### src/eirq_pkg.sv
// eirq_pkg: constants, state codes and helpers of the external interrupt
// routing block.
// assumes: shared by eirq_top, eirq_sync and eirq_pic.
`default_nettype none

package eirq_pkg;

    // vector bases of the two cascaded controllers, and the nmi vector
    localparam logic [7:0] MASTER_BASE = 8'h40;
    localparam logic [7:0] SLAVE_BASE  = 8'h48;
    localparam logic [7:0] NMI_VEC     = 8'h02;

    // master request line positions
    localparam logic [2:0] M_LINE_HI0     = 3'h1;
    localparam logic [2:0] M_LINE_CASCADE = 3'h2;
    localparam logic [2:0] M_LINE_HI8     = 3'h3;
    localparam logic [2:0] M_LINE_HI9     = 3'h4;
    localparam logic [2:0] M_LINE_HI1     = 3'h5;
    localparam logic [2:0] M_LINE_HI2     = 3'h6;
    localparam logic [2:0] M_LINE_HI3     = 3'h7;

    // slave request line positions
    localparam logic [2:0] S_LINE_LO4 = 3'h0;
    localparam logic [2:0] S_LINE_LO5 = 3'h1;
    localparam logic [2:0] S_LINE_LO6 = 3'h4;
    localparam logic [2:0] S_LINE_LO7 = 3'h6;
    localparam logic [2:0] S_LINE_WDT = 3'h7;

    // line whose vector also marks an invalid request
    localparam logic [2:0] SPURIOUS_LINE = 3'h7;

    // reset values
    localparam logic [7:0] LINES_RST = 8'h00;
    localparam logic [7:0] VEC_RST   = 8'h00;

    // answer sequencer states, one-hot
    typedef enum logic [1:0] {
        ST_IDLE   = 2'b01,
        ST_ANSWER = 2'b10
    } eirq_state_e;

    // vector of a line under a controller base
    function automatic logic [7:0] eirq_vec(input logic [7:0] base,
                                            input logic [2:0] line);
        eirq_vec = base | {5'h00, line};
    endfunction : eirq_vec

    // lowest set bit: {found, index}; line 0 has top priority
    function automatic logic [3:0] eirq_first(input logic [7:0] v);
        eirq_first = 4'h0;
        for (int i = 7; i >= 0; i--) begin
            if (v[i]) begin
                eirq_first = {1'b1, 3'(i)};
            end
        end
    endfunction : eirq_first

endpackage : eirq_pkg

`default_nettype wire

### src/eirq_sync.sv
// eirq_sync: three-stage pin synchroniser with agreement filter and
// active-edge detector for a group of interrupt pins.
// assumes: pins asynchronous to clk; ACTIVE_LOW picks the active edge.
`timescale 1ns/1ps
`default_nettype none

module eirq_sync
    import eirq_pkg::*;
#(
    parameter int   W          = 1,
    parameter logic ACTIVE_LOW = 1'b0
) (
    // clock and reset
    input  wire logic         clk,
    input  wire logic         rst_n,
    // pins and request events
    input  wire logic [W-1:0] pin,
    output logic      [W-1:0] ev
);

    // idle level of the pins, a constant for reset
    localparam logic [W-1:0] IDLE = {W{ACTIVE_LOW}};

    typedef struct packed {
        logic [W-1:0] s1;   // first stage, read only by s2
        logic [W-1:0] s2;   // second stage
        logic [W-1:0] s3;   // third stage
        logic [W-1:0] lvl;  // filtered level
        logic [W-1:0] ev;   // one-cycle active-edge event
    } eirq_sync_s;

    eirq_sync_s st_q;
    eirq_sync_s st_d;
    logic [W-1:0] act_d;    // next level, active high
    logic [W-1:0] act_q;    // present level, active high

    // filter: level follows only when stages two and three agree
    always_comb begin
        st_d    = st_q;
        st_d.s1 = pin;
        st_d.s2 = st_q.s1;
        st_d.s3 = st_q.s2;
        for (int i = 0; i < W; i++) begin
            if (st_q.s2[i] == st_q.s3[i]) begin
                st_d.lvl[i] = st_q.s3[i];
            end
        end
        act_d = ACTIVE_LOW ? ~st_d.lvl : st_d.lvl;
        act_q = ACTIVE_LOW ? ~st_q.lvl : st_q.lvl;
        st_d.ev = act_d & ~act_q;  // see
    end

    // state register
    always_ff @(posedge clk or negedge rst_n) begin
        if (!rst_n) begin
            st_q <= '{s1: IDLE, s2: IDLE, s3: IDLE, lvl: IDLE, ev: '0};
        end else begin
            st_q <= st_d;
        end
    end

    assign ev = st_q.ev;
endmodule : eirq_sync

`default_nettype wire

### src/eirq_pic.sv
// eirq_pic: eight-line vectored priority controller with request and
// in-service bits, fixed priority, spurious answer on line seven.
// assumes: req are one-cycle events, lvl are steady levels, ack and eoi
// are one-cycle pulses, ack from the answer sequencer, eoi from the core.
`timescale 1ns/1ps
`default_nettype none

module eirq_pic
    import eirq_pkg::*;
#(
    parameter logic [7:0] BASE = 8'h00
) (
    // clock and reset
    input  wire logic       clk,
    input  wire logic       rst_n,
    // requests
    input  wire logic [7:0] req,
    input  wire logic [7:0] lvl,
    input  wire logic [7:0] mask,
    // answer control
    input  wire logic       ack,
    input  wire logic       eoi,
    // status
    output logic            int_o,
    output logic            sel_valid,
    output logic [2:0]      sel,
    output logic [7:0]      vec,
    output logic [7:0]      isr
);

    typedef struct packed {
        logic [7:0] irr;    // latched requests
        logic [7:0] isr;    // lines in service
    } eirq_pic_s;

    eirq_pic_s  st_q;
    eirq_pic_s  st_d;
    logic [7:0] pend;       // unmasked pending lines
    logic [7:0] allow;      // lines above the highest in service
    logic [3:0] pick;       // chosen pending line
    logic [3:0] top_isr;    // highest line in service

    // selection and next state
    always_comb begin
        st_d    = st_q;
        top_isr = eirq_first(st_q.isr);
        allow   = top_isr[3] ? ((8'h01 << top_isr[2:0]) - 8'h01) : 8'hff;
        pend    = (st_q.irr | lvl) & ~mask & allow;
        pick    = eirq_first(pend);
        // end of interrupt clears the highest bit in service
        if (eoi && top_isr[3]) begin
            st_d.isr[top_isr[2:0]] = 1'b0;
        end
        // ack moves the chosen line into service
        if (ack && pick[3]) begin
            st_d.irr[pick[2:0]] = 1'b0;
            st_d.isr[pick[2:0]] = 1'b1;
        end
        // spurious ack leaves line seven out of service, see
        st_d.irr = st_d.irr | req;  // new event wins over the clear
    end

    // state register
    always_ff @(posedge clk or negedge rst_n) begin
        if (!rst_n) begin
            st_q <= '{irr: LINES_RST, isr: LINES_RST};
        end else begin
            st_q <= st_d;
        end
    end

    // outputs: handshake level, selection and vector are combinational
    assign int_o     = pick[3];
    assign sel_valid = pick[3];
    assign sel       = pick[2:0];
    assign vec       = pick[3] ? eirq_vec(BASE, pick[2:0])
                               : eirq_vec(BASE, SPURIOUS_LINE);
    assign isr       = st_q.isr;
endmodule : eirq_pic

`default_nettype wire

### src/eirq_top.sv
// eirq_top: routes external interrupt pins into a cascaded master and
// slave vectored controller and answers the core's vector fetch.
// assumes: core pulses INT_ACK for one cycle and samples VECTOR_Q while
// VECTOR_VALID is high; EOI pulses end service on one controller.
//
// Contract
// master takes six active-high inputs, four on port3
// high inputs zero, one, two: 0x41, 0x45, 0x46
// high input three: 0x47 on line seven
// high input eight: 0x43, shared with serial one
// high input nine: 0x44, shared with serial zero
// slave low inputs four, five: 0x48, 0x49
// slave low inputs six, seven: 0x4c, 0x4e
// low inputs are dedicated, unmultiplexed pins
// watchdog timeout delivers vector 0x4f
// nmi rising edge, vector 0x2, never masked
// high inputs request only on rising edge
// low inputs request only on falling edge
// invalid request answers with line seven vector
// spurious answer leaves line seven not in service
// line seven handler checks in-service bit
// low input five serves optional serial controller
// slave request cascades through a master line
`timescale 1ns/1ps
`default_nettype none

module eirq_top
    import eirq_pkg::*;
(
    // clock and reset
    input  wire logic       CORE_CLK,
    input  wire logic       RSTN,
    // active-high pins; zero to three ride port3_bit2 to port3_bit5
    input  wire logic       HIGH_IRQ_IN_ZERO,
    input  wire logic       HIGH_IRQ_IN_ONE,
    input  wire logic       HIGH_IRQ_IN_TWO,
    input  wire logic       HIGH_IRQ_IN_THREE,
    input  wire logic       HIGH_IRQ_IN_EIGHT,
    input  wire logic       HIGH_IRQ_IN_NINE,
    // dedicated active-low pins
    input  wire logic       LOW_IRQ_IN_FOUR,
    input  wire logic       LOW_IRQ_IN_FIVE,
    input  wire logic       LOW_IRQ_IN_SIX,
    input  wire logic       LOW_IRQ_IN_SEVEN,
    // optional on-board serial controller on low input five
    input  wire logic       OPT_SERIAL_FITTED,
    input  wire logic       OPT_SERIAL_IRQ_N,
    // on-chip sources, same clock
    input  wire logic       SERIAL_CHANNEL_ZERO_IRQ,
    input  wire logic       SERIAL_CHANNEL_ONE_IRQ,
    input  wire logic       WATCHDOG_TIMEOUT_IRQ,
    // non-maskable pin
    input  wire logic       NMI_IN,
    // masks, one bit per line, high masks
    input  wire logic [7:0] MASTER_MASK,
    input  wire logic [7:0] SLAVE_MASK,
    // core side
    input  wire logic       INT_ACK,
    input  wire logic       EOI_MASTER,
    input  wire logic       EOI_SLAVE,
    output logic            INTR,
    output logic            NMI_REQ,
    output logic [7:0]      VECTOR_Q,
    output logic            VECTOR_VALID,
    output logic [7:0]      MASTER_IN_SERVICE,
    output logic [7:0]      SLAVE_IN_SERVICE
);

    typedef struct packed {
        eirq_state_e st;        // answer sequencer
        logic        nmi;       // nmi pending
        logic [7:0]  vec;       // vector held for the core
        logic        ser0;      // previous serial zero level
        logic        ser1;      // previous serial one level
        logic        wdt;       // previous watchdog level
    } eirq_top_s;

    eirq_top_s  st_q;
    eirq_top_s  st_d;
    logic [6:0] hi_ev;          // high-pin and nmi events
    logic [3:0] lo_ev;          // low-pin events
    logic       lo5_pin;        // low input five source
    logic [7:0] m_req;          // master request events
    logic [7:0] s_req;          // slave request events
    logic [7:0] m_lvl;          // master level inputs
    logic       s_int;          // slave combined request
    logic       m_int;          // master request to core
    logic       m_valid;        // master has a line to give
    logic [2:0] m_sel;          // master chosen line
    logic [7:0] m_vec;          // master vector
    logic       s_valid;        // slave has a line to give
    logic [2:0] s_sel;          // slave chosen line
    logic [7:0] s_vec;          // slave vector
    logic       take;           // ack accepted this cycle
    logic       m_ack;          // ack to master
    logic       s_ack;          // ack to slave
    logic       ser0_ev;        // serial zero rising edge
    logic       ser1_ev;        // serial one rising edge
    logic       wdt_ev;         // watchdog rising edge

    // fitted serial controller takes over low input five, see
    assign lo5_pin = OPT_SERIAL_FITTED ? OPT_SERIAL_IRQ_N : LOW_IRQ_IN_FIVE;

    // active-high pins and nmi: rising edges only
    eirq_sync #(
        .W          (7),
        .ACTIVE_LOW (1'b0)
    ) u_hi_sync (
        .clk (CORE_CLK),
        .rst_n (RSTN),
        .pin ({NMI_IN, HIGH_IRQ_IN_NINE, HIGH_IRQ_IN_EIGHT,
               HIGH_IRQ_IN_THREE, HIGH_IRQ_IN_TWO, HIGH_IRQ_IN_ONE,
               HIGH_IRQ_IN_ZERO}),
        .ev  (hi_ev)
    );

    // dedicated active-low pins: falling edges only, see
    eirq_sync #(
        .W          (4),
        .ACTIVE_LOW (1'b1)
    ) u_lo_sync (
        .clk (CORE_CLK),
        .rst_n (RSTN),
        .pin ({LOW_IRQ_IN_SEVEN, LOW_IRQ_IN_SIX, lo5_pin,
               LOW_IRQ_IN_FOUR}),
        .ev  (lo_ev)
    );

    // rising edges of on-chip sources
    assign ser0_ev = SERIAL_CHANNEL_ZERO_IRQ & ~st_q.ser0;
    assign ser1_ev = SERIAL_CHANNEL_ONE_IRQ & ~st_q.ser1;
    assign wdt_ev  = WATCHDOG_TIMEOUT_IRQ & ~st_q.wdt;

    // master line map
    always_comb begin
        m_req                 = LINES_RST;
        m_req[M_LINE_HI0]     = hi_ev[0];           // see
        m_req[M_LINE_HI1]     = hi_ev[1];
        m_req[M_LINE_HI2]     = hi_ev[2];
        m_req[M_LINE_HI3]     = hi_ev[3];
        m_req[M_LINE_HI8]     = hi_ev[4] | ser1_ev;
        m_req[M_LINE_HI9]     = hi_ev[5] | ser0_ev;
        m_lvl                 = LINES_RST;
        m_lvl[M_LINE_CASCADE] = s_int;
    end

    // slave line map
    always_comb begin
        s_req             = LINES_RST;
        s_req[S_LINE_LO4] = lo_ev[0];
        s_req[S_LINE_LO5] = lo_ev[1];
        s_req[S_LINE_LO6] = lo_ev[2];
        s_req[S_LINE_LO7] = lo_ev[3];
        s_req[S_LINE_WDT] = wdt_ev;
    end

    // master controller
    eirq_pic #(
        .BASE (MASTER_BASE)
    ) u_master (
        .clk       (CORE_CLK),
        .rst_n     (RSTN),
        .req       (m_req),
        .lvl       (m_lvl),
        .mask      (MASTER_MASK),
        .ack       (m_ack),
        .eoi       (EOI_MASTER),
        .int_o     (m_int),
        .sel_valid (m_valid),
        .sel       (m_sel),
        .vec       (m_vec),
        .isr       (MASTER_IN_SERVICE)
    );

    // slave controller
    eirq_pic #(
        .BASE (SLAVE_BASE)
    ) u_slave (
        .clk       (CORE_CLK),
        .rst_n     (RSTN),
        .req       (s_req),
        .lvl       (LINES_RST),
        .mask      (SLAVE_MASK),
        .ack       (s_ack),
        .eoi       (EOI_SLAVE),
        .int_o     (s_int),
        .sel_valid (s_valid),
        .sel       (s_sel),
        .vec       (s_vec),
        .isr       (SLAVE_IN_SERVICE)
    );

    // ack routing: nmi first, else master, slave through cascade line
    assign take  = INT_ACK && (st_q.st == ST_IDLE);
    assign m_ack = take && !st_q.nmi;
    assign s_ack = m_ack && m_valid && (m_sel == M_LINE_CASCADE);

    // answer sequencer and pending nmi
    always_comb begin
        st_d      = st_q;
        st_d.ser0 = SERIAL_CHANNEL_ZERO_IRQ;
        st_d.ser1 = SERIAL_CHANNEL_ONE_IRQ;
        st_d.wdt  = WATCHDOG_TIMEOUT_IRQ;
        case (st_q.st)
            ST_IDLE: begin
                if (take) begin
                    st_d.st = ST_ANSWER;
                    if (st_q.nmi) begin
                        st_d.vec = NMI_VEC;
                        st_d.nmi = 1'b0;
                    end else if (s_ack) begin
                        st_d.vec = s_vec;
                    end else begin
                        st_d.vec = m_vec;
                    end
                end
            end
            ST_ANSWER: begin
                st_d.st = ST_IDLE;              // one-cycle answer
            end
            default: begin
                st_d.st = ST_IDLE;
            end
        endcase
        // nmi edge ignores masks and wins over its clear, see
        if (hi_ev[6]) begin
            st_d.nmi = 1'b1;
        end
    end

    // state register
    always_ff @(posedge CORE_CLK or negedge RSTN) begin
        if (!RSTN) begin
            st_q <= '{st: ST_IDLE, nmi: 1'b0, vec: VEC_RST,
                      ser0: 1'b0, ser1: 1'b0, wdt: 1'b0};
        end else begin
            st_q <= st_d;
        end
    end

    // outputs
    assign INTR         = m_int;
    assign NMI_REQ      = st_q.nmi;
    assign VECTOR_Q     = st_q.vec;
    assign VECTOR_VALID = (st_q.st == ST_ANSWER);
endmodule : eirq_top

`default_nettype wire

### config.mk
export PLATFORM = sky130hd
export DESIGN_NAME = eirq_top
export DESIGN_NICKNAME = d
export VERILOG_FILES = /design/src/eirq_pkg.sv /design/src/eirq_sync.sv /design/src/eirq_pic.sv /design/src/eirq_top.sv
export SDC_FILE = /design/constraint.sdc
export NUM_CORES = 1
export LEC_CHECK = 0
export BUFFER_PORTS_ARGS = -buffer_cell sky130_fd_sc_hd__buf_2
export CORE_ASPECT_RATIO = 1.1
export CORE_UTILIZATION = 51
export CTS_CLUSTER_DIAMETER = 30
export DETAILED_ROUTE_END_ITERATION = 8
export HOLD_SLACK_MARGIN = 0.08
export PLACE_DENSITY = 0.75
export SETUP_SLACK_MARGIN = 0.15
export SYNTH_ARGS = -nofsm -noshare
export SYNTH_HDL_FRONTEND = slang
export SYNTH_SLANG_ARGS = --single-unit
### constraint.sdc
create_clock -name CORE_CLK -period 3.4 [get_ports CORE_CLK]
set_input_delay 0.34 -clock CORE_CLK [delete_from_list [all_inputs] [get_ports CORE_CLK]]
set_output_delay 0.34 -clock CORE_CLK [all_outputs]
set_load 0.005 [all_outputs]
Word-level counts from Yosys, hierarchy flattened
Index checks and enable logic that the tools add are counted.
Storage, ports and cells
  register bits: 101
  input bits: 37
  output and inout bits: 27
  logic and storage cells: 162
Operators by class
  add/subtract/negate cells: 2
  order comparisons: 8
  eq/ne operators: 15
  shift-type cells: 2
  mux-type cells: 66
  bitwise logic cells: 33
  reduce and logical (&&, ||, !) cells: 16
Operators by type and width (count)
  4-bit 2-to-1 mux: 32
  8-bit AND: 8
  8-bit 2-to-1 mux: 6
  8-bit inverter: 6
  16-bit 2-to-1 mux: 2
  8-bit OR: 4
  1-bit 2-to-1 mux: 17
  3-bit by 4-bit < comparator with 1-bit output, second input constant: 4
  1-bit by 3-bit left shift with 8-bit output, first input constant: 2
  8-bit by 1-bit subtractor with 8-bit output, second input constant: 2
  1-bit demux with 3-bit select: 4
  3-bit by 1-bit >= comparator with 1-bit output, second input constant: 4
  4-bit inverter: 3
  1-bit equality test: 11
  1-bit logical AND: 11
  11-bit 2-to-1 mux: 1
  9-bit 2-to-1 mux: 1
  8-bit by 3-bit OR with 8-bit output: 1
  7-bit AND: 1
  7-bit inverter: 1
  3-bit 2-to-1 mux: 2
  4-bit AND: 1
  2-bit AND reduction: 2
  2-bit nonzero test: 2
  9 further kinds: 14

Longest topological paths before layout
  word-level depth: 39
  mapped depth: 14
  gate-level depth less buffers: 13

Modules after synthesis
Synthesis repeated with hierarchy kept, for this count alone.
Second synthesis, totals
  cell total of the unflattened synthesis: 415
  area, all modules: 4657.0 um^2
By module, submodules not included
  eirq_pic at u_slave: times used 1, cells each 134, area an instance 1183.6 um^2, sequential area each 400.4 um^2
  eirq_pic at u_master: times used 1, cells each 131, area an instance 1077.3 um^2, sequential area each 400.4 um^2
  eirq_sync at u_hi_sync: times used 1, cells each 56, area an instance 1077.3 um^2, sequential area each 875.8 um^2
  eirq_top: times used 1, cells each 62, area an instance 693.2 um^2, sequential area each 351.6 um^2
  eirq_sync at u_lo_sync: times used 1, cells each 32, area an instance 625.6 um^2, sequential area each 520.5 um^2

Worst setup path before layout
OpenSTA, ideal clock, no wires.
  path kind: flip-flop to flip-flop
  from: register u_slave.st_q, in the netlist u_slave.isr[2]
  to: register u_master.st_q[11] (netlist name)
  library setup time: 0.126 ns
  arrival time: 3.166 ns
  data required time: 3.274 ns
  slack: 0.108 ns
  cell stages (with the launch flop): 14
  buffers on the path: 2
  clock period less this slack: 3.292 ns
  cell sequence: dfrtp_1 -> buf_6 -> or3_1 -> o22ai_1 -> nand2b_1 -> ha_1 -> nand2_1 -> and3_1 -> o21ai_0 -> and4_4 -> a21oi_1 -> or3_1 -> buf_6 -> o32a_1
RTL lines
  start: declaration: RTL line eirq_pic.sv:36  | eirq_pic_s st_q;
  start signal: assignment: RTL line eirq_pic.sv:66  | st_q <= '{irr: LINES_RST, isr: LINES_RST};
  start signal: assignment: RTL line eirq_pic.sv:68  | st_q <= st_d;
  end signal: assignment: RTL line eirq_pic.sv:66
  end signal: assignment: RTL line eirq_pic.sv:68
  end: declaration: RTL line eirq_pic.sv:36

Final worst setup path
  from: register u_slave.st_q, in the netlist u_slave.isr[5]
  to: output INTR
Between the ends
  word-level cells in the longest chain between the ends: 24
RTL lines
  4-bit 2-to-1 mux (*) (6 in series): RTL line eirq_pkg.sv:52  | if (v[i]) begin
  1-bit by 3-bit left shift with 8-bit output: RTL line eirq_pic.sv:47  | allow = top_isr[3] ? ((8'h01 << top_isr[2:0]) - 8'h01) : 8'hff;
  8-bit by 1-bit subtractor with 8-bit output: RTL line eirq_pic.sv:47
  8-bit 2-to-1 mux (*): RTL line eirq_pic.sv:47
  8-bit AND (*): RTL line eirq_pic.sv:48  | pend = (st_q.irr | lvl) & ~mask & allow;
  4-bit 2-to-1 mux (7 in series): RTL line eirq_pkg.sv:52
  4-bit 2-to-1 mux (*): RTL line eirq_pkg.sv:52
  8-bit by 3-bit OR with 8-bit output (*): RTL line eirq_pic.sv:48
  8-bit AND (*) (2 in series): RTL line eirq_pic.sv:48
  4-bit 2-to-1 mux (*) (3 in series): RTL line eirq_pkg.sv:52
  end: declaration: RTL line eirq_top.sv:61  | output logic INTR,
Every way passes the cells marked *; elsewhere a longest branch is shown, timed or not.

==> summary.md <==
| Metric | Value |
|---|---|
| Starting Density | 0.522 |
| DR vias | 3181 |
| FF-to-FF setup slack | 0.14 ns |
| Post-DP Area | 4700 um2 |
| Yosys reg bits | 98 |
| Post-DRT Antenna Nets | 0 |
| RSZ-0062 raised after global routing | yes |
| Sw Share | 0.386 |
| Largest net degree at the start of global routing | 88 |
| Root buffer cell | clkbuf_8 |
| Clock slew at reported path FFs | 0.10 ns |
| Flop pwr share | 0.364 |
| Longest Clk Path Bufs | 2 |
| Warnings from Yosys | 0 |
| Result of the run | finished clean |
| Synth unique cells | 72 |
| DR WL/cell | 15.3 um |
| Synth Instances | 382 |
| Hold path endpoint | st_q[2]$_DFF_PN0_ |
| Final Wtd Congestion | 0.884 |
| Input/output buffers | 60 |
| Synth-to-Final Area Change | 19.9% |
| Worst slew margin | 0.303 |
| Startpoint Class | flop |
| Die height | 99.1 um |
| Max-cap violations | 0 |
| Number of synthesized flops with an enable pin | 0 |
| Commonest non-fill, non-tap cell in the layout | dfrtp_1 |
| Hold Startpoint | SERIAL_CHANNEL_ZERO_IRQ |
| Total DRC errors in the routed layout | 0 |
| Most frequent cells in the layout | dfrtp_1, buf_2, nand2_1 |
| Reg-to-reg critical path endpoint | u_master.st_q[11]$_DFF_PN0_ |
| Syn avg cell area | 11.4 um2 |
| Worst Hold Path Cells | 1 |
| Final design instance area without fill | 5240 um2 |
| Fin util | 0.626 |
| Die area | 8940 um2 |
| FF-to-FF path depth | 13 |
| DRT Pass-1 Iters | 5 |
| Die Width | 90.3 um |
| Mapped cell area | 4370 um2 |
| H-tree levels | 3 |
| Crit path capture type | output pin |
| Max-slew violations | 0 |
| Least-Margin Pin Slew | 1.05 ns |
| N_diodes | 0 |
| Post-synth ARST share | 1.00 |
| Max Fanout on Critical Path | 6 |
| Static Leak | 2.40 nW |
| R2R Path Start | u_slave.isr[5]$_DFF_PN0_ |
| Core area | 8360 um2 |
| DP Wirelength | 6270 um |
| Global route overflow | 0 |
| Endpoints failing setup | 0 |
| Commonest register cell after synthesis | dfrtp_1 |
| Final WL | 8820 um |
| NetSw | 1.55 mW |
| Critical path arrival | 3.02 ns |
| Fill cells | 663 |
| CTS tree | yes |
| Via density | 5.52 |
| Layout cells sized above 1 | 0.340 |
| Worst-skew pair later-pin latency | 0.37 ns |
| Worst vdd ir | 0.301 mV |
| Fin nets | 499 |
| Cell Rows | 35 |
| Total CTS buffers | 9 |
| Final Cycle Share | 0.989 |
| Clk pwr share | 0.194 |
| FMAX | 297 MHz |
| Crit Path Category | reg -> out |
| Minimum clock period | 3.36 ns |
| Seq/Total Area, Yosys | 0.566 |
| Worst Path Required | 3.06 ns |
| First-pass GRT wire length | 14400 um |
| P_int | 2.47 mW |
| Initial antenna violation count | 0 |
| DR iter-0 viols | 178 |
| Min-Delay Path Class | in -> reg |
| Vias in the first global route | 3127 |
| Total GRT Usage | 0.207 |
| Final hold vios | 0 |
| CTS Sinks | 98 |
| Power share of the combinational group | 0.442 |
| Pwr Density | 767 nW/um2 |
| Clock skew | 0.0193 ns |
| Ports | 64 |
## area by class of cell
class,count,area [um2],share of cell area
well taps,111,139,0.0265
flip-flops and latches,98,2470,0.472
multi-input cells,244,1760,0.336
clock inverters,7,87.6,0.0167
repair buffers,95,608,0.116
clock buffers,9,124,0.0236
inverters,12,45.0,0.00860
## worst max path at each step
stage | startpoint | endpoint | slack (ns) | depth (start not counted)
floorplan | u_slave.isr[2]$_DFF_PN0_ | u_master.st_q[11]$_DFF_PN0_ | 0.24 | 13
global placement | u_slave.isr[7]$_DFF_PN0_ | INTR | 0.21 | 11
detailed placement | u_slave.isr[7]$_DFF_PN0_ | u_master.st_q[11]$_DFF_PN0_ | 0.12 | 11
CTS | u_slave.isr[5]$_DFF_PN0_ | INTR | 0.05 | 11
global route | u_slave.isr[5]$_DFF_PN0_ | INTR | -0.07 | 11
finish | u_slave.isr[5]$_DFF_PN0_ | INTR | 0.04 | 11
## per-stage QoR
| step | worst slack, ns | hold slack, ns | cells | power [mW] | setup TNS [ns] |
|---|---|---|---|---|---|
| 2_1_floorplan | 0.242 | 0.0444 | 384 | 2.65 | 0 |
| 3_5_place_dp | 0.124 | 0.335 | 540 | 2.98 | 0 |
| 6_report | 0.0367 | 0.109 | 576 | 4.02 | 0 |
| 4_1_cts | 0.0453 | 0.0908 | 572 | 3.86 | 0 |
| 5_1_grt | -0.0719 | 0.0892 | 576 | 4.25 | -0.0719 |
| 3_3_place_gp | 0.214 | 0.331 | 540 | 2.96 | 0 |
## metal layers
layer  vias up  track usage  wire length, um
met4         0        0.122              307
met2       111        0.334             4180
met5         -            0                0
met1      1535        0.261             3860
li1       1507            -                -
met3        28       0.0401              473
## worst max-delay path, cell delays in order (launching register included)
cell and delay, ns:
dfrtp_1 0.40, or4_4 0.56, o21ai_4 0.16, nand2b_4 0.07
ha_4 0.17, nor4bb_1 0.12, a32oi_1 0.19, o21ai_1 0.11
or4_4 0.44, o22ai_4 0.14, nand4_1 0.13, buf_2 0.17
## registers in the layout, indices dropped and copies added, names as in the netlist
register,flops
u_lo_sync.ev,4
u_hi_sync.st_q,7
u_lo_sync.st_d,8
st_q,5
u_hi_sync.st_d,14
u_master.isr,8
u_master.st_q,8
u_hi_sync.act_q,7
u_slave.isr,8
VECTOR_Q,5
u_hi_sync.ev,7
u_slave.st_q,8
u_lo_sync.st_q,8
NMI_REQ,1
## timing repair
action	CTS	global route
hold buffers	12	0
pin swaps	9	13
endpoints found under the setup margin	5	25
endpoints found under the hold margin	12	0
gates resized for setup	7	18
buffers inserted	4	4
## power groups by stage
| stage | clock network (mW) | registers, mW | logic (mW) |
|---|---|---|---|
| floorplan | 0 | 1.45 | 1.21 |
| global placement | 0 | 1.48 | 1.48 |
| detailed placement | 0 | 1.49 | 1.49 |
| CTS | 0.805 | 1.46 | 1.59 |
| global route | 0.849 | 1.49 | 1.91 |
| finish | 0.779 | 1.46 | 1.78 |
## cells by family after synthesis
| group | Yosys count | share of synthesized area |
|---|---|---|
| flops | 98 | 0.566 |
| other cells | 1 | 0.000858 |
| buf+inv | 42 | 0.0621 |
| fa+ha+maj | 13 | 0.0309 |
| mux | 2 | 0.00487 |
| compound gates | 79 | 0.145 |
| simple gates | 147 | 0.190 |
## Yosys cell counts, drive strengths merged (6+ instances only)
cell | instances | area [um2]
dfrtp | 81 | 2030
nand2 | 38 | 145
buf | 28 | 219
nor2 | 25 | 93.8
o21ai | 21 | 116
dfstp | 17 | 447
nor2b | 13 | 81.3
inv | 12 | 45.0
maj3 | 11 | 110
nand3 | 10 | 50.1
nor3 | 10 | 66.3
a21oi | 9 | 45.0
a21o | 8 | 60.1
nand2b | 7 | 43.8
nor3b | 6 | 45.0
o211ai | 6 | 45.0
No activity file was read; power rests on OpenSTA's default activity.
